File: src/logic/cms_defs.vh
`ifndef CMS_DEFS_VH
`define CMS_DEFS_VH
// Stack bank select register
`define CMS_BSEL_WIDTH     4
`define CMS_BSEL_MODE_BIT  3
`define CMS_BSEL_RESET     4'h8
// Stack bytes pushed per call
`define CMS_PUSH_LEGACY    2'h2
`define CMS_PUSH_EXTENDED  2'h3
// Machine cycles of call instructions
`define CMS_LONG_CYC_LEG   3'h3
`define CMS_SHORT_CYC_LEG  3'h2
`define CMS_EXTRA_CYC      3'h1
// Opcode classes presented by the fetch logic
`define CMS_OP_NONE        3'h0
`define CMS_OP_LONG_CALL   3'h1
`define CMS_OP_SHORT_CALL  3'h2
`define CMS_OP_EXT_BRANCH  3'h3
`define CMS_OP_EXT_CALL    3'h4
`define CMS_OP_RETURN      3'h5
`define CMS_OP_OTHER       3'h6
// Cycle figures for the extended-address instructions and for all other instructions
`define CMS_EXT_BR_CYC     3'h3
`define CMS_EXT_CALL_CYC   3'h3
`define CMS_OTHER_CYC      3'h1
`endif

File: src/logic/cms_mode_reg.v
`timescale 1ns/100ps
`include "cms_defs.vh"
// Stack bank select register, whole nibble written at once
module cms_mode_reg (
  // Clock and reset
  input  wire       clk_sys,
  input  wire       rst,
  // Nibble write port
  input  wire       wr_en,
  input  wire [3:0] wr_data,
  // Register contents
  output reg  [3:0] bank_sel_q
);
  reg [3:0] bank_sel_d;

  // Next value: full nibble replaced on write
  always @* begin
    bank_sel_d = bank_sel_q;
    if (wr_en) begin
      bank_sel_d = wr_data;
    end
  end

  // Reset forces legacy mode bit
  always @(posedge clk_sys) begin
    if (rst) begin
      bank_sel_q <= `CMS_BSEL_RESET;
    end else begin
      bank_sel_q <= bank_sel_d;
    end
  end
endmodule // cms_mode_reg

File: src/logic/cms_call_mode_switch.v
`timescale 1ns/100ps
`include "cms_defs.vh"
module cms_call_mode_switch (
  // Clock and reset
  input  wire       clk_sys,
  input  wire       rst,
  // Register access from memory operation instructions
  input  wire       bank_sel_wr,
  input  wire [3:0] bank_sel_wdata,
  input  wire       bank_sel_rd,
  output reg  [3:0] bank_sel_rdata_q,
  // Instruction class from fetch
  input  wire       op_valid,
  input  wire [2:0] op_class,
  // Decode results
  output reg        extended_mode_q,
  output reg        legacy_mode_q,
  output reg        dec_valid_q,
  output reg        illegal_op_q,
  output reg  [1:0] push_bytes_q,
  output reg  [2:0] op_cycles_q,
  output reg        save_high_pc_q
);
  // Timing overview
  // A register write is taken at a rising edge and the stored
  // nibble is visible from the next edge on.
  // An instruction class is taken at a rising edge together with
  // the mode that the register holds at that edge.
  // Every decode result other than the two mode outputs stands for exactly one cycle and drops
  // back to zero when no instruction class is presented.
  // The two mode outputs stand until the register changes and
  // lag the register by one cycle.
  // Hazard: an instruction presented in the same cycle as a write
  // still decodes under the old mode; the fetch logic must allow
  // one cycle between a mode write and a dependent call.
  // Read data stand for one cycle after a read strobe and are
  // zero otherwise, so an idle bus never shows stale contents.

  // Stored register contents
  wire [3:0] bank_sel_q;
  // Decode results before the output registers
  reg        illegal_d;
  reg  [1:0] push_d;
  reg  [2:0] cyc_d;
  reg        high_d;
  wire       ext_mode;

  // Mode register instance
  // Bits 2:0 are kept as written; only bit 3 steers the decoder
  cms_mode_reg u_reg (
    .clk_sys    (clk_sys),
    .rst        (rst),
    .wr_en      (bank_sel_wr),
    .wr_data    (bank_sel_wdata),
    .bank_sel_q (bank_sel_q)
  );

  // Mode from bit 3 of the stored register, so a write in this cycle
  // steers instructions from the next cycle on, not one in this cycle
  // A set bit means legacy mode, a clear bit extended mode
  assign ext_mode = ~bank_sel_q[`CMS_BSEL_MODE_BIT];

  // Helper functions, each used by more than one decode branch
  // Extra cycle for calls in extended mode
  function [2:0] cms_cycles;
    input [2:0] base;
    input       ext;
    begin
      cms_cycles = ext ? base + `CMS_EXTRA_CYC : base;
    end
  endfunction

  // Push depth by mode
  function [1:0] cms_push;
    input ext;
    begin
      cms_push = ext ? `CMS_PUSH_EXTENDED : `CMS_PUSH_LEGACY;
    end
  endfunction

  // Instruction decode under current mode
  // Defaults give a one-cycle instruction that touches no stack
  always @* begin
    illegal_d = 1'b0;
    push_d    = 2'h0;
    cyc_d     = `CMS_OTHER_CYC;
    high_d    = 1'b0;
    case (op_class)

      // Long call: full return address on the stack
      `CMS_OP_LONG_CALL: begin
        push_d = cms_push(ext_mode);
        cyc_d  = cms_cycles(`CMS_LONG_CYC_LEG, ext_mode);
        high_d = ext_mode;
      end

      // Short call into the fixed entry area
      `CMS_OP_SHORT_CALL: begin
        push_d = cms_push(ext_mode);
        cyc_d  = cms_cycles(`CMS_SHORT_CYC_LEG, ext_mode);
        high_d = ext_mode;
      end

      // Extended-address branch, flagged in legacy mode
      `CMS_OP_EXT_BRANCH: begin
        illegal_d = ~ext_mode;
        cyc_d     = `CMS_EXT_BR_CYC;
      end

      // Extended-address call; nothing pushed when refused
      `CMS_OP_EXT_CALL: begin
        illegal_d = ~ext_mode;
        push_d    = ext_mode ? `CMS_PUSH_EXTENDED : 2'h0;
        cyc_d     = `CMS_EXT_CALL_CYC;
        high_d    = ext_mode;
      end

      // Return pops what the matching call pushed
      `CMS_OP_RETURN: begin
        push_d = cms_push(ext_mode);
        high_d = ext_mode;
      end

      // Any other class: defaults stand
      default: begin
        illegal_d = 1'b0;
      end
    endcase
  end

  // Read data, zero unless a read is strobed
  always @(posedge clk_sys) begin
    if (rst) begin
      bank_sel_rdata_q <= 4'h0;
    end else begin
      bank_sel_rdata_q <= bank_sel_rd ? bank_sel_q : 4'h0;
    end
  end

  // Extended mode flag
  always @(posedge clk_sys) begin
    if (rst) begin
      extended_mode_q <= 1'b0;
    end else begin
      extended_mode_q <= ext_mode;
    end
  end

  // Legacy mode flag, always the inverse
  always @(posedge clk_sys) begin
    if (rst) begin
      legacy_mode_q <= 1'b1;
    end else begin
      legacy_mode_q <= ~ext_mode;
    end
  end

  // Decode valid, one cycle behind the class
  always @(posedge clk_sys) begin
    if (rst) begin
      dec_valid_q <= 1'b0;
    end else begin
      dec_valid_q <= op_valid;
    end
  end

  // Illegal instruction pulse
  always @(posedge clk_sys) begin
    if (rst) begin
      illegal_op_q <= 1'b0;
    end else begin
      illegal_op_q <= op_valid & illegal_d;
    end
  end

  // Stack bytes pushed or popped
  always @(posedge clk_sys) begin
    if (rst) begin
      push_bytes_q <= 2'h0;
    end else begin
      push_bytes_q <= op_valid ? push_d : 2'h0;
    end
  end

  // Machine cycles of the instruction
  always @(posedge clk_sys) begin
    if (rst) begin
      op_cycles_q <= 3'h0;
    end else begin
      op_cycles_q <= op_valid ? cyc_d : 3'h0;
    end
  end

  // Third return byte saved or restored
  always @(posedge clk_sys) begin
    if (rst) begin
      save_high_pc_q <= 1'b0;
    end else begin
      save_high_pc_q <= op_valid & high_d;
    end
  end
endmodule // cms_call_mode_switch

File: config.mk
export PLATFORM = sky130hd
export DESIGN_NAME = cms_call_mode_switch
export DESIGN_NICKNAME = d
export VERILOG_FILES = /design/src/logic/cms_mode_reg.v /design/src/logic/cms_call_mode_switch.v
export VERILOG_INCLUDE_DIRS = /design/src /design/src/logic
export SDC_FILE = /design/constraint.sdc
export NUM_CORES = 1
export LEC_CHECK = 0
export ABC_AREA = 0
export BUFFER_PORTS_ARGS = -buffer_cell sky130_fd_sc_hd__buf_2
export CAP_MARGIN = 20
export CORE_MARGIN = 2
export CORE_UTILIZATION = 47
export CTS_CLUSTER_SIZE = 12
export DETAILED_ROUTE_END_ITERATION = 16
export GPL_TIMING_DRIVEN = 0
export MAX_ROUTING_LAYER = met4
export PLACE_DENSITY = 0.78
export SETUP_SLACK_MARGIN = 0.5
export SYNTH_ARGS = -nofsm -noshare
export SYNTH_HDL_FRONTEND = slang
export SYNTH_SLANG_ARGS = --single-unit
File: constraint.sdc
create_clock -name clk_sys -period 1.4 [get_ports clk_sys]
set_input_delay 0.28 -clock clk_sys [delete_from_list [all_inputs] [get_ports clk_sys]]
set_output_delay 0.28 -clock clk_sys [all_outputs]
set_load 0.01 [all_outputs]
[Yosys cells after proc, flatten, opt, wreduce, memory -nomap -nowiden]
Cells that the tools add are included.
Storage, ports and cells
  output and inout bits: 14
  bits in registers: 18
  word-level logic and storage cells: 32
  input port bits: 12
Cells by class
  reduce and logical (&&, ||, !) cells: 5
  multiplexer cells: 8
  bitwise logic cells: 5
  eq/ne operators: 5
Operator list (count)
  $pmux W3 S3: 1
  $eq A3 B2 Y1 const B: 2
  $eq A3 B3 Y1 const B: 2
  $reduce_or A2 Y1: 3
  $mux W1: 4
  $pmux W2 S2: 1
  $reduce_or A4 Y1: 1
  $eq A3 B1 Y1 const B: 1
  $mux W3: 1
  $not A1 Y1: 3
  $reduce_or A3 Y1: 1
  $and A1 B1 Y1: 2
  $mux W2: 1

[Depth between registers and ports, before layout]
Gate-level depths: netlist (run 1).
  depth after elaboration: 4
  gate-level depth with buffers: 3
  mapped depth without buffers: 3

[By module]
A second synthesis (run 1) with hierarchy kept.
Unflattened totals
  cells, all modules: 56
  area, all modules: 619.3 um^2
By module, submodules not included
  cms_call_mode_switch: area an instance 475.5 um^2, seq. area each 280.3 um^2, cells an instance 43, instances 1
  cms_mode_reg: area an instance 143.9 um^2, seq. area each 80.1 um^2, cells an instance 13, instances 1

[Least setup slack after synthesis (run 1)]
OpenSTA, ideal clock, no wires.
  kind: reg2reg
  start: reg u_reg.bank_sel_q[3] (netlist name)
  end: reg u_reg.bank_sel_q[3]
  path buffers: 1
  setup time: 0.120 ns
  data required time: 1.280 ns
  arrival: 0.803 ns
  stages on the path, launching flop included: 4
  period minus slack after synthesis: 0.923 ns
  setup slack: 0.477 ns
  path through: dfxtp_1 > buf_2 > nor2b_1 > a211o_2
RTL lines
  to (signal assigned): RTL line cms_mode_reg.v:27  | bank_sel_q <= `CMS_BSEL_RESET;
  to (signal assigned): RTL line cms_mode_reg.v:29  | bank_sel_q <= bank_sel_d;
  to (decl): RTL line cms_mode_reg.v:12  | output reg [3:0] bank_sel_q

[Final worst setup path (run 1)]
  start: reg op_cycles_q[1]
  end: out op_cycles_q[1]
RTL lines
  from (decl): RTL line cms_call_mode_switch.v:21  | output reg [2:0] op_cycles_q,
  from (signal assigned): RTL line cms_call_mode_switch.v:190  | op_cycles_q <= op_valid ? cyc_d : 3'h0;
No word-level cell between the ends.

==> results of run 1 <==
==> synthesized netlist by cell type <==
cell,instances,area share
a211o_2,1,0.016
a211oi_1,1,0.012
a211oi_2,1,0.019
and2_2,4,0.047
and2b_2,1,0.014
and3b_1,1,0.014
buf_2,2,0.016
buf_6,1,0.018
clkbuf_2,1,0.0078
dfxtp_1,18,0.56
inv_1,2,0.012
mux2i_1,3,0.047
nand2b_1,2,0.019
nand2b_4,1,0.021
nand4bb_1,1,0.018
nor2_1,4,0.023
nor2b_1,1,0.0097
nor3_1,2,0.016
nor3b_2,1,0.019
nor4_1,3,0.029
o211a_1,1,0.016
o21a_1,2,0.023
o311a_1,1,0.016
or2_2,1,0.0097
==> power groups by stage <==
stage               sequential (W)  combinational [W]  clock (W)
global placement          0.000551           0.000105          0
floorplan                 0.000560          0.0000611          0
global route              0.000548           0.000140   0.000275
finish                    0.000545           0.000128   0.000244
detailed placement        0.000552           0.000108          0
CTS                       0.000542           0.000112   0.000251
==> through the flow <==
stage / worst slack, ps / instance area [sq um] / power, W / hold slack (ps) / instances
after floorplan: 499 / 652 / 0.000621 / 352 / 56
after global placement: 410 / 781 / 0.000656 / 455 / 93
after detailed placement: 388 / 781 / 0.000661 / 463 / 93
after CTS: 383 / 817 / 0.000905 / 194 / 97
after global routing: 357 / 906 / 0.000962 / 190 / 97
final: 393 / 906 / 0.000917 / 197 / 97
==> worst min-delay path by stage <==
stage,endpoint,slack [ps],depth (start not counted)
global placement,bank_sel_rdata_q[2],450,1
finish,u_reg.bank_sel_q[3],200,2
floorplan,u_reg.bank_sel_q[0],350,1
CTS,u_reg.bank_sel_q[3],190,2
global route,u_reg.bank_sel_q[3],190,2
detailed placement,bank_sel_rdata_q[2],460,1
==> timing repair <==
action,in CTS,in global routing
gates cloned,1,0
endpoints found under the setup margin,16,20
setup buffers,0,0
gates resized for setup,3,21
pin swaps,1,2
==> layer usage <==
metal / GRT usage / vias up
li1: - / 245
met1: 0.202 / 222
met2: 0.262 / 17
met3: 0.0489 / 4
met4: 0.125 / 0
met5: - / -
==> state kept, by name, indices dropped and copies added (netlist names) <==
name,count
legacy_mode_q,1
dec_valid_q,1
push_bytes_q,2
illegal_op_q,1
op_cycles_q,3
u_reg.bank_sel_q,4
extended_mode_q,1
bank_sel_rdata_q,4
save_high_pc_q,1
==> area by class of cell <==
| cell class | count | area, sq um | area share |
|---|---|---|---|
| timing repair buffer | 23 | 171 | 0.189 |
| inverter | 2 | 7.51 | 0.00829 |
| buffer | 4 | 35.0 | 0.0387 |
| clock buffer | 3 | 22.5 | 0.0249 |
| multi-input combinational | 32 | 278 | 0.307 |
| tap | 15 | 18.8 | 0.0207 |
| sequential | 18 | 373 | 0.412 |
==> kinds of logic (layout without fill, tap and decap cells) <==
kind of cell | after synthesis | count (layout) | share of synthesized area
simple gates | 22 | 22 | 0.239
flops | 18 | 18 | 0.560
compound gates | 7 | 7 | 0.101
buf+inv | 6 | 32 | 0.0525
mux | 3 | 3 | 0.0467
==> metrics.csv, run 1 <==
stage;metric;value;unit
status;status;finished, final reports clean;
sta;period_share;0.719;
global_routing;grt_remaining_overflow;0;
cts;clk_pin_slew;90;ps
critical_path;worstPathRequired;1120;ps
critical_path;worstReg2RegEnd;u_reg.bank_sel_q[3];
critical_path;reg2reg_depth;3;
synthesis;yosysSeqAreaShare;0.560;
sta;finalHoldViolations;0;
worst_hold_path;worstHoldStart;bank_sel_wdata[3];
sta;max_freq;993;MHz
floorplan;io-pin-count;26;
layout;mostFrequentLayoutCell;buf_2;
critical_path;cp_slowest_cell;dfxtp_2;
sta;skew;0.331;ps
synthesis;synth_nets;68;
detailed_routing;routed_via_density;5.03;
power;pwr-share-comb;0.139;
critical_path;critical_path_class;register to primary output;
cts;cts_tree;done;
detailed_routing;wl_met1;527;um
critical_path;worstSetupEndpointType;primary output;
sta;setup_tns;0;ps
detailed_routing;wl_met3;58;um
layout;fillCellCount;95;
critical_path;crit_start;op_cycles_q[1];
sta;setup_viol;0;
critical_path;endpoint;op_cycles_q[1];
power;swShare;0.232;
critical_path;regToRegSetupSlack;470;ps
critical_path;reg2reg_from;u_reg.bank_sel_q[3];
power;clockPowerShare;0.266;
global_routing;antenna_found_initial;0;
cts;clock_latency;280;ps
floorplan;die_x;41.0;um
critical_path;cp.arrival;730;ps
global_routing;grt_pass1_wl;1790;um
sta;fin_crit;1010;ps
layout;antenna_cells;0;
sta;tightest_slew;344;ps
place;hpwl;808;um
power;p_int;0.000704;W
detailed_routing;wl_per_cell;12.3;um
floorplan;rows;13;
detailed_routing;drt-initial-drc-count;6;
power;leakage;0.433;nW
synthesis;ys_types;24;
sta;rsz0062_at_grt;yes;
critical_path;cp_num_buf_inv;1;
worst_hold_path;hold_class;primary input to register;
detailed_routing;drcViolationCount;0;
detailed_routing;drt-total-wl;1200;um
run;max_cap_viol_count;0;
layout;layout.nets;96;
detailed_routing;met2_wirelength;577;um
critical_path;cp_num_cells;1;
power;power.switching;0.000213;W
power;cellPowerDensity;1010;nW/um^2
synthesis;synth_warnings;0;
synthesis;syn-cell-area;643;sq um
cts;cts_root_buffer;clkbuf_4;
critical_path;path_delay_family;flip-flops;
critical_path;cpPeakStageDelay;330;ps
cts;clkSinkCount;18;
cts;cts_buffers;3;
layout;finalCoreUtilization;0.705;
power;pwr-share-seq;0.594;
global_routing;grt_max_degree;11;
critical_path;startpoint_type;register;
cts;holdBufCountCts;0;
cts;clock_path_buffers;2;
floorplan;die_area;1680;sq um
sta;slew_violations;0;
place;gp_congestion;0.687;
power;max-vdd-ir-drop;0.704;mV
layout;area_growth;40.9;%
global_routing;gr-usage-all-layers;0.176;
detailed_routing;ant_nets;0;
floorplan;die_h;41.0;um
critical_path;cp_cell_sequence;buf_6;
layout;drive_gt1_frac;0.659;
sta;max_slew_margin;0.769;
synthesis;synth_cells;56;
place;portBuffers;22;
synthesis;ys_ff_latch;18;
critical_path;path_max_fanout;1;
floorplan;core;1280;sq um
cts;ctsHtreeMaxLevel;1;
global_routing;grt_pass1_vias;425;
detailed_routing;highest_layer;met4;
detailed_routing;vias;488;
synthesis;syn_area_per_cell;11.5;sq um
floorplan;start_util;0.500;
layout;layout_common_cells;buf_2, buf_6, dfxtp_2;
detailed_routing;dr.pass1.iters;2;
Power figures use the tool's default switching activity.
==> run 2: changes to the inputs <==
- CORE_UTILIZATION: 47 -> 40
- PLACE_DENSITY: 0.78 -> 0.71
- clock period: 1.4 -> 0.9 ns (I/O delays scaled with it)
==> metrics.csv, run 2 (same netlist as run 1, synthesis figures left out) <==
stage;metric;value;unit;change
detailed_routing;vias;500;;+2.5%
power;pwr-share-seq;0.581;;-0.013
power;max-vdd-ir-drop;0.735;mV;+4.5%
layout;multi_input_area;298;sq um;+7.2%
power;pwr-share-comb;0.164;;+0.025
cts;holdBufCountCts;0;;unchanged
sta;rsz0062_at_grt;yes;;
status;violations;negative setup slack;;
detailed_routing;dr.pass1.iters;4;;+2
critical_path;path_max_fanout;5;;+4
critical_path;reg2reg_depth;3;;unchanged
global_routing;grt_pass1_wl;2040;um;+14%
power;p_int;0.00113;W;+60%
detailed_routing;wl_met1;534;um;+1.3%
floorplan;die_x;44.1;um;+7.6%
layout;drive_gt1_frac;0.771;;+0.113
cts;cts_tree;done;;
layout;top_regs;bank_sel_rdata_q: 4 flops, u_reg.bank_sel_q: 4 flops, op_cycles_q: 3 flops;;
sta;max_slew_margin;0.632;;-0.137
critical_path;critical_path_class;register to register;;
floorplan;die_area;1940;sq um;+16%
sta;period_share;1.02;;
detailed_routing;wl_met3;37;um;-36%
worst_hold_path;whs_path_depth;2;;unchanged
layout;mostFrequentLayoutCell;dfxtp_2;;
detailed_routing;ant_nets;0;;unchanged
floorplan;rows;14;;+1
run;max_cap_viol_count;0;;unchanged
floorplan;start_util;0.427;;-0.0736
global_routing;gr-usage-all-layers;0.147;;-0.0297
sta;max_freq;1090;MHz;
cts;ctsHtreeMaxLevel;1;;unchanged
cts;clk_pin_slew;90;ps;about the same
sta;setup_viol;2;;+2
global_routing;grt_max_degree;11;;unchanged
detailed_routing;routed_via_density;5.05;;+0.39%
place;gp_congestion;0.697;;+1.5%
power;leakage;0.455;nW;+5.3%
sta;skew;2.47;ps;+2.14 ps
detailed_routing;drt-total-wl;1270;um;+5.9%
sta;layout_setup_ws;-15.6;ps;-408 ps
critical_path;cp_cell_sequence;buf_6 > nor2b_4 > a211o_2;;
layout;layout.nets;97;;+1.0%
power;swShare;0.232;;about the same
global_routing;grt_remaining_overflow;0;;unchanged
layout;area_growth;55.6;%;
critical_path;cp.arrival;1090;ps;+360 ps
floorplan;io-pin-count;26;;unchanged
layout;finalCoreUtilization;0.664;;-0.0405
cts;clock_path_buffers;2;;unchanged
detailed_routing;drt-initial-drc-count;10;;+4
sta;fin_crit;916;ps;
place;hpwl;782;um;-3.3%
layout;finalNonFillerCells;99;;+2.1%
place;portBuffers;22;;unchanged
detailed_routing;highest_layer;met4;;
floorplan;core;1510;sq um;+17%
critical_path;cp_num_buf_inv;1;;unchanged
critical_path;cpPeakStageDelay;340;ps;about the same
sta;tightest_slew;547;ps;+203 ps
detailed_routing;drcViolationCount;0;;unchanged
power;total_power;0.00147;W;+60%
status;status;finished, violations left;;
sta;finalHoldViolations;0;;unchanged
place;placed_cells_incl_taps;94;;+1.1%
cts;clock_latency;280;ps;about the same
critical_path;worstPathRequired;1080;ps;-40 ps
layout;register_area;383;sq um;+2.7%
power;cellPowerDensity;1470;nW/um^2;+45%
power;clockPowerShare;0.255;;-0.011
layout;antenna_cells;0;;unchanged
critical_path;path_delay_family;flip-flops;;
layout;layout_common_cells;dfxtp_2, buf_6, buf_2;;
global_routing;antenna_found_initial;0;;unchanged
critical_path;startpoint_type;register;;
critical_path;cp_num_cells;3;;+2
global_routing;grt_pass1_vias;503;;+18%
cts;cts_buffers;3;;unchanged
cts;clkSinkCount;18;;unchanged
detailed_routing;wl_per_cell;12.8;um;+3.7%
sta;slew_violations;0;;unchanged
power;power.switching;0.000341;W;+60%
critical_path;worstSetupEndpointType;register;;
place;pre_cts_ws;-18.5;ps;-406 ps
cts;cts_root_buffer;clkbuf_4;;
floorplan;die_h;44.1;um;+7.6%
detailed_routing;met2_wirelength;674;um;+17%
worst_hold_path;hold_class;primary input to register;;
layout;fillCellCount;111;;+17%
critical_path;cp_slowest_cell;dfxtp_2;;
[run 2: timing repair]
item                       CTS  global route
gates resized for setup     23             6
cloned                       1             0
pin swaps                    6             0
setup endpoints to repair   31            32
buffers inserted             1             0
[run 2: final cells by class]
| class | count | share of cell area |
|---|---|---|
| plain buffers | 4 | 0.0513 |
| well taps | 16 | 0.0200 |
| multi-input cells | 32 | 0.298 |
| repair buffers | 24 | 0.219 |
| flip-flops and latches | 18 | 0.382 |
| inverters | 2 | 0.00750 |
| clock buffers | 3 | 0.0225 |
[run 2: power groups by stage]
| stage | clock [W] | sequential (W) | combinational [W] |
|---|---|---|---|
| after CTS | 0.000390 | 0.000853 | 0.000222 |
| after floorplan | 0 | 0.000876 | 0.000104 |
| final | 0.000375 | 0.000853 | 0.000240 |
| after global placement | 0 | 0.000862 | 0.000174 |
| after global routing | 0.000416 | 0.000857 | 0.000257 |
| after detailed placement | 0 | 0.000863 | 0.000177 |
[run 2: worst paths after layout]
path	from	to	slack, ps
max	u_reg.bank_sel_q[3]	u_reg.bank_sel_q[3]	-20
min reg2reg	u_reg.bank_sel_q[0]	bank_sel_rdata_q[0]	480
max reg2reg	u_reg.bank_sel_q[3]	u_reg.bank_sel_q[3]	-20
min	rst	u_reg.bank_sel_q[2]	100
[run 2: metal layers]
metal | up-vias | global-route usage
met3 | 2 | 0.0245
li1 | 246 | -
met1 | 238 | 0.165
met5 | - | -
met4 | 0 | 0.0909
met2 | 14 | 0.241
[run 2: metrics by stage]
step	hold slack, ps	instance area (sq um)	TNS [ps]
6_report	96.0	1000	-16.7
3_5_place_dp	392	820	-54.7
3_3_place_gp	391	820	-88.5
2_1_floorplan	252	689	0
5_1_grt	86.7	1000	-346
4_1_cts	86.0	972	-62.4
==> run 3: changes to the inputs <==
- CORE_UTILIZATION: 40 -> 44
- PLACE_DENSITY: 0.71 -> 0.74
- clock period: 0.9 -> 0.95 ns (I/O delays scaled with it)
==> metrics.csv, run 3 (same netlist as run 1, synthesis figures left out) <==
stage;metric;value;unit;change
layout;antenna_cells;0;;unchanged
cts;clkSinkCount;18;;unchanged
critical_path;cp_cell_sequence;buf_6 > nor2b_4 > a211o_2;;
layout;fillCellCount;85;;-23%
layout;drive_gt1_frac;0.802;;+0.0312
sta;tightest_slew;472;ps;-75.2 ps
place;hpwl;813;um;+4.0%
layout;area_growth;59.3;%;
place;gp_congestion;0.726;;+4.2%
cts;cts_tree;done;;
sta;period_share;0.978;;-0.0395
cts;clock_latency;280;ps;about the same
sta;rsz0062_at_grt;yes;;
power;cellPowerDensity;1370;nW/um^2;-6.5%
critical_path;cp_slowest_cell;dfxtp_2;;
place;portBuffers;22;;unchanged
layout;register_area;383;sq um;unchanged
critical_path;startpoint_type;register;;
detailed_routing;routed_via_density;5.10;;+0.96%
sta;finalHoldViolations;0;;unchanged
cts;cts_root_buffer;clkbuf_4;;
floorplan;rows;13;;-1
floorplan;die_h;42.2;um;-4.2%
critical_path;critical_path_class;register to register;;
sta;skew;0.984;ps;-1.49 ps
run;max_cap_viol_count;0;;unchanged
sta;fin_crit;929;ps;+13.3 ps
worst_hold_path;hold_class;primary input to register;;
critical_path;regToRegSetupSlack;20;ps;+40 ps
detailed_routing;ant_nets;0;;unchanged
detailed_routing;wl_per_cell;13.1;um;+2.1%
critical_path;cpPeakStageDelay;340;ps;about the same
detailed_routing;drt-total-wl;1320;um;+4.2%
sta;setup_viol;0;;-2
sta;slew_violations;0;;unchanged
critical_path;cp.arrival;1100;ps;about the same
layout;finalNonFillerCells;101;;+2.0%
floorplan;core;1330;sq um;-11%
floorplan;start_util;0.482;;+0.0553
cts;holdBufCountCts;0;;unchanged
layout;layout.nets;100;;+3.1%
place;placed_cells_incl_taps;93;;-1.1%
sta;max_slew_margin;0.683;;+0.0505
critical_path;worstPathRequired;1120;ps;+40 ps
critical_path;path_max_fanout;5;;unchanged
detailed_routing;dr.pass1.iters;4;;unchanged
detailed_routing;vias;515;;+3.0%
global_routing;grt_pass1_wl;2300;um;+12%
sta;max_freq;1080;MHz;-1.4%
global_routing;antenna_found_initial;0;;unchanged
floorplan;io-pin-count;26;;unchanged
cts;clock_path_buffers;2;;unchanged
sta;setup_tns;0;ps;+16.7 ps
layout;layout_common_cells;buf_6, dfxtp_2, buf_2;;
critical_path;worstSetupEndpointType;register;;
floorplan;die_area;1780;sq um;-8.3%
global_routing;grt_remaining_overflow;0;;unchanged
layout;top_regs;bank_sel_rdata_q: 4 flops, u_reg.bank_sel_q: 4 flops, op_cycles_q: 3 flops;;
floorplan;die_x;42.2;um;-4.2%
global_routing;grt_max_degree;11;;unchanged
cts;cts_buffers;3;;unchanged
global_routing;grt_pass1_vias;526;;+4.6%
layout;multi_input_area;297;sq um;-0.42%
power;leakage;0.471;nW;+3.3%
critical_path;path_delay_family;flip-flops;;
critical_path;cp_num_buf_inv;1;;unchanged
cts;ctsHtreeMaxLevel;1;;unchanged
cts;clk_pin_slew;90;ps;about the same
status;status;finished, final reports clean;;
detailed_routing;drt-initial-drc-count;13;;+3
detailed_routing;drcViolationCount;0;;unchanged
power;max-vdd-ir-drop;0.862;mV;+17%
global_routing;gr-usage-all-layers;0.175;;+0.0281
run 3: per-stage QoR:
| stage | instance area (sq um) | hold WS [ps] | worst slack, ps | util | power, W |
|---|---|---|---|---|---|
| CTS | 1010 | 99.9 | 30.1 | 0.758 | 0.00140 |
| floorplan | 689 | 262 | 51.1 | - | 0.000928 |
| global route | 1020 | 99.3 | 9.02 | 0.768 | 0.00147 |
| detailed placement | 818 | 409 | 3.98 | 0.614 | 0.000986 |
| finish | 1020 | 107 | 21.1 | 0.768 | 0.00141 |
| global placement | 818 | 404 | 12.5 | 0.614 | 0.000981 |
run 3: cell type report:
type                    count  share of cell area
plain buffers               4              0.0501
clock buffers               3              0.0220
inverters                   2             0.00733
multi-input cells          32               0.289
flip-flops and latches     18               0.374
well taps                  15              0.0183
repair buffers             27               0.239
run 3: what timing repair did:
item / 4_1_cts / 5_1_grt
resized for setup: 29 / 3
gates cloned: 1 / 0
pin swaps: 6 / 2
buffers inserted: 4 / 0
endpoints found under the setup margin: 31 / 31
run 3: metal layers:
layer | GRT usage | wire, um | part of all wire | up-vias
li1 | - | - | - | 254
met1 | 0.181 | 546 | 0.41 | 242
met2 | 0.314 | 684 | 0.52 | 17
met3 | 0.0388 | 64 | 0.049 | 2
met4 | 0.0750 | 23 | 0.017 | 0
met5 | - | 0 | 0 | -
run 3: power by group:
group | internal [W] | total (W) | switching (W)
registers | 0.000792 | 0.000808 | 0.0000160
clock network | 0.000147 | 0.000353 | 0.000206
logic | 0.000142 | 0.000243 | 0.000101
run 3: final timing paths:
check | from | to | cells after the start
setup / recovery | u_reg.bank_sel_q[3] | u_reg.bank_sel_q[3] | 3
hold / removal | rst | u_reg.bank_sel_q[1] | 2
setup reg to reg | u_reg.bank_sel_q[3] | u_reg.bank_sel_q[3] | 3
hold reg to reg | u_reg.bank_sel_q[2] | bank_sel_rdata_q[2] | 1
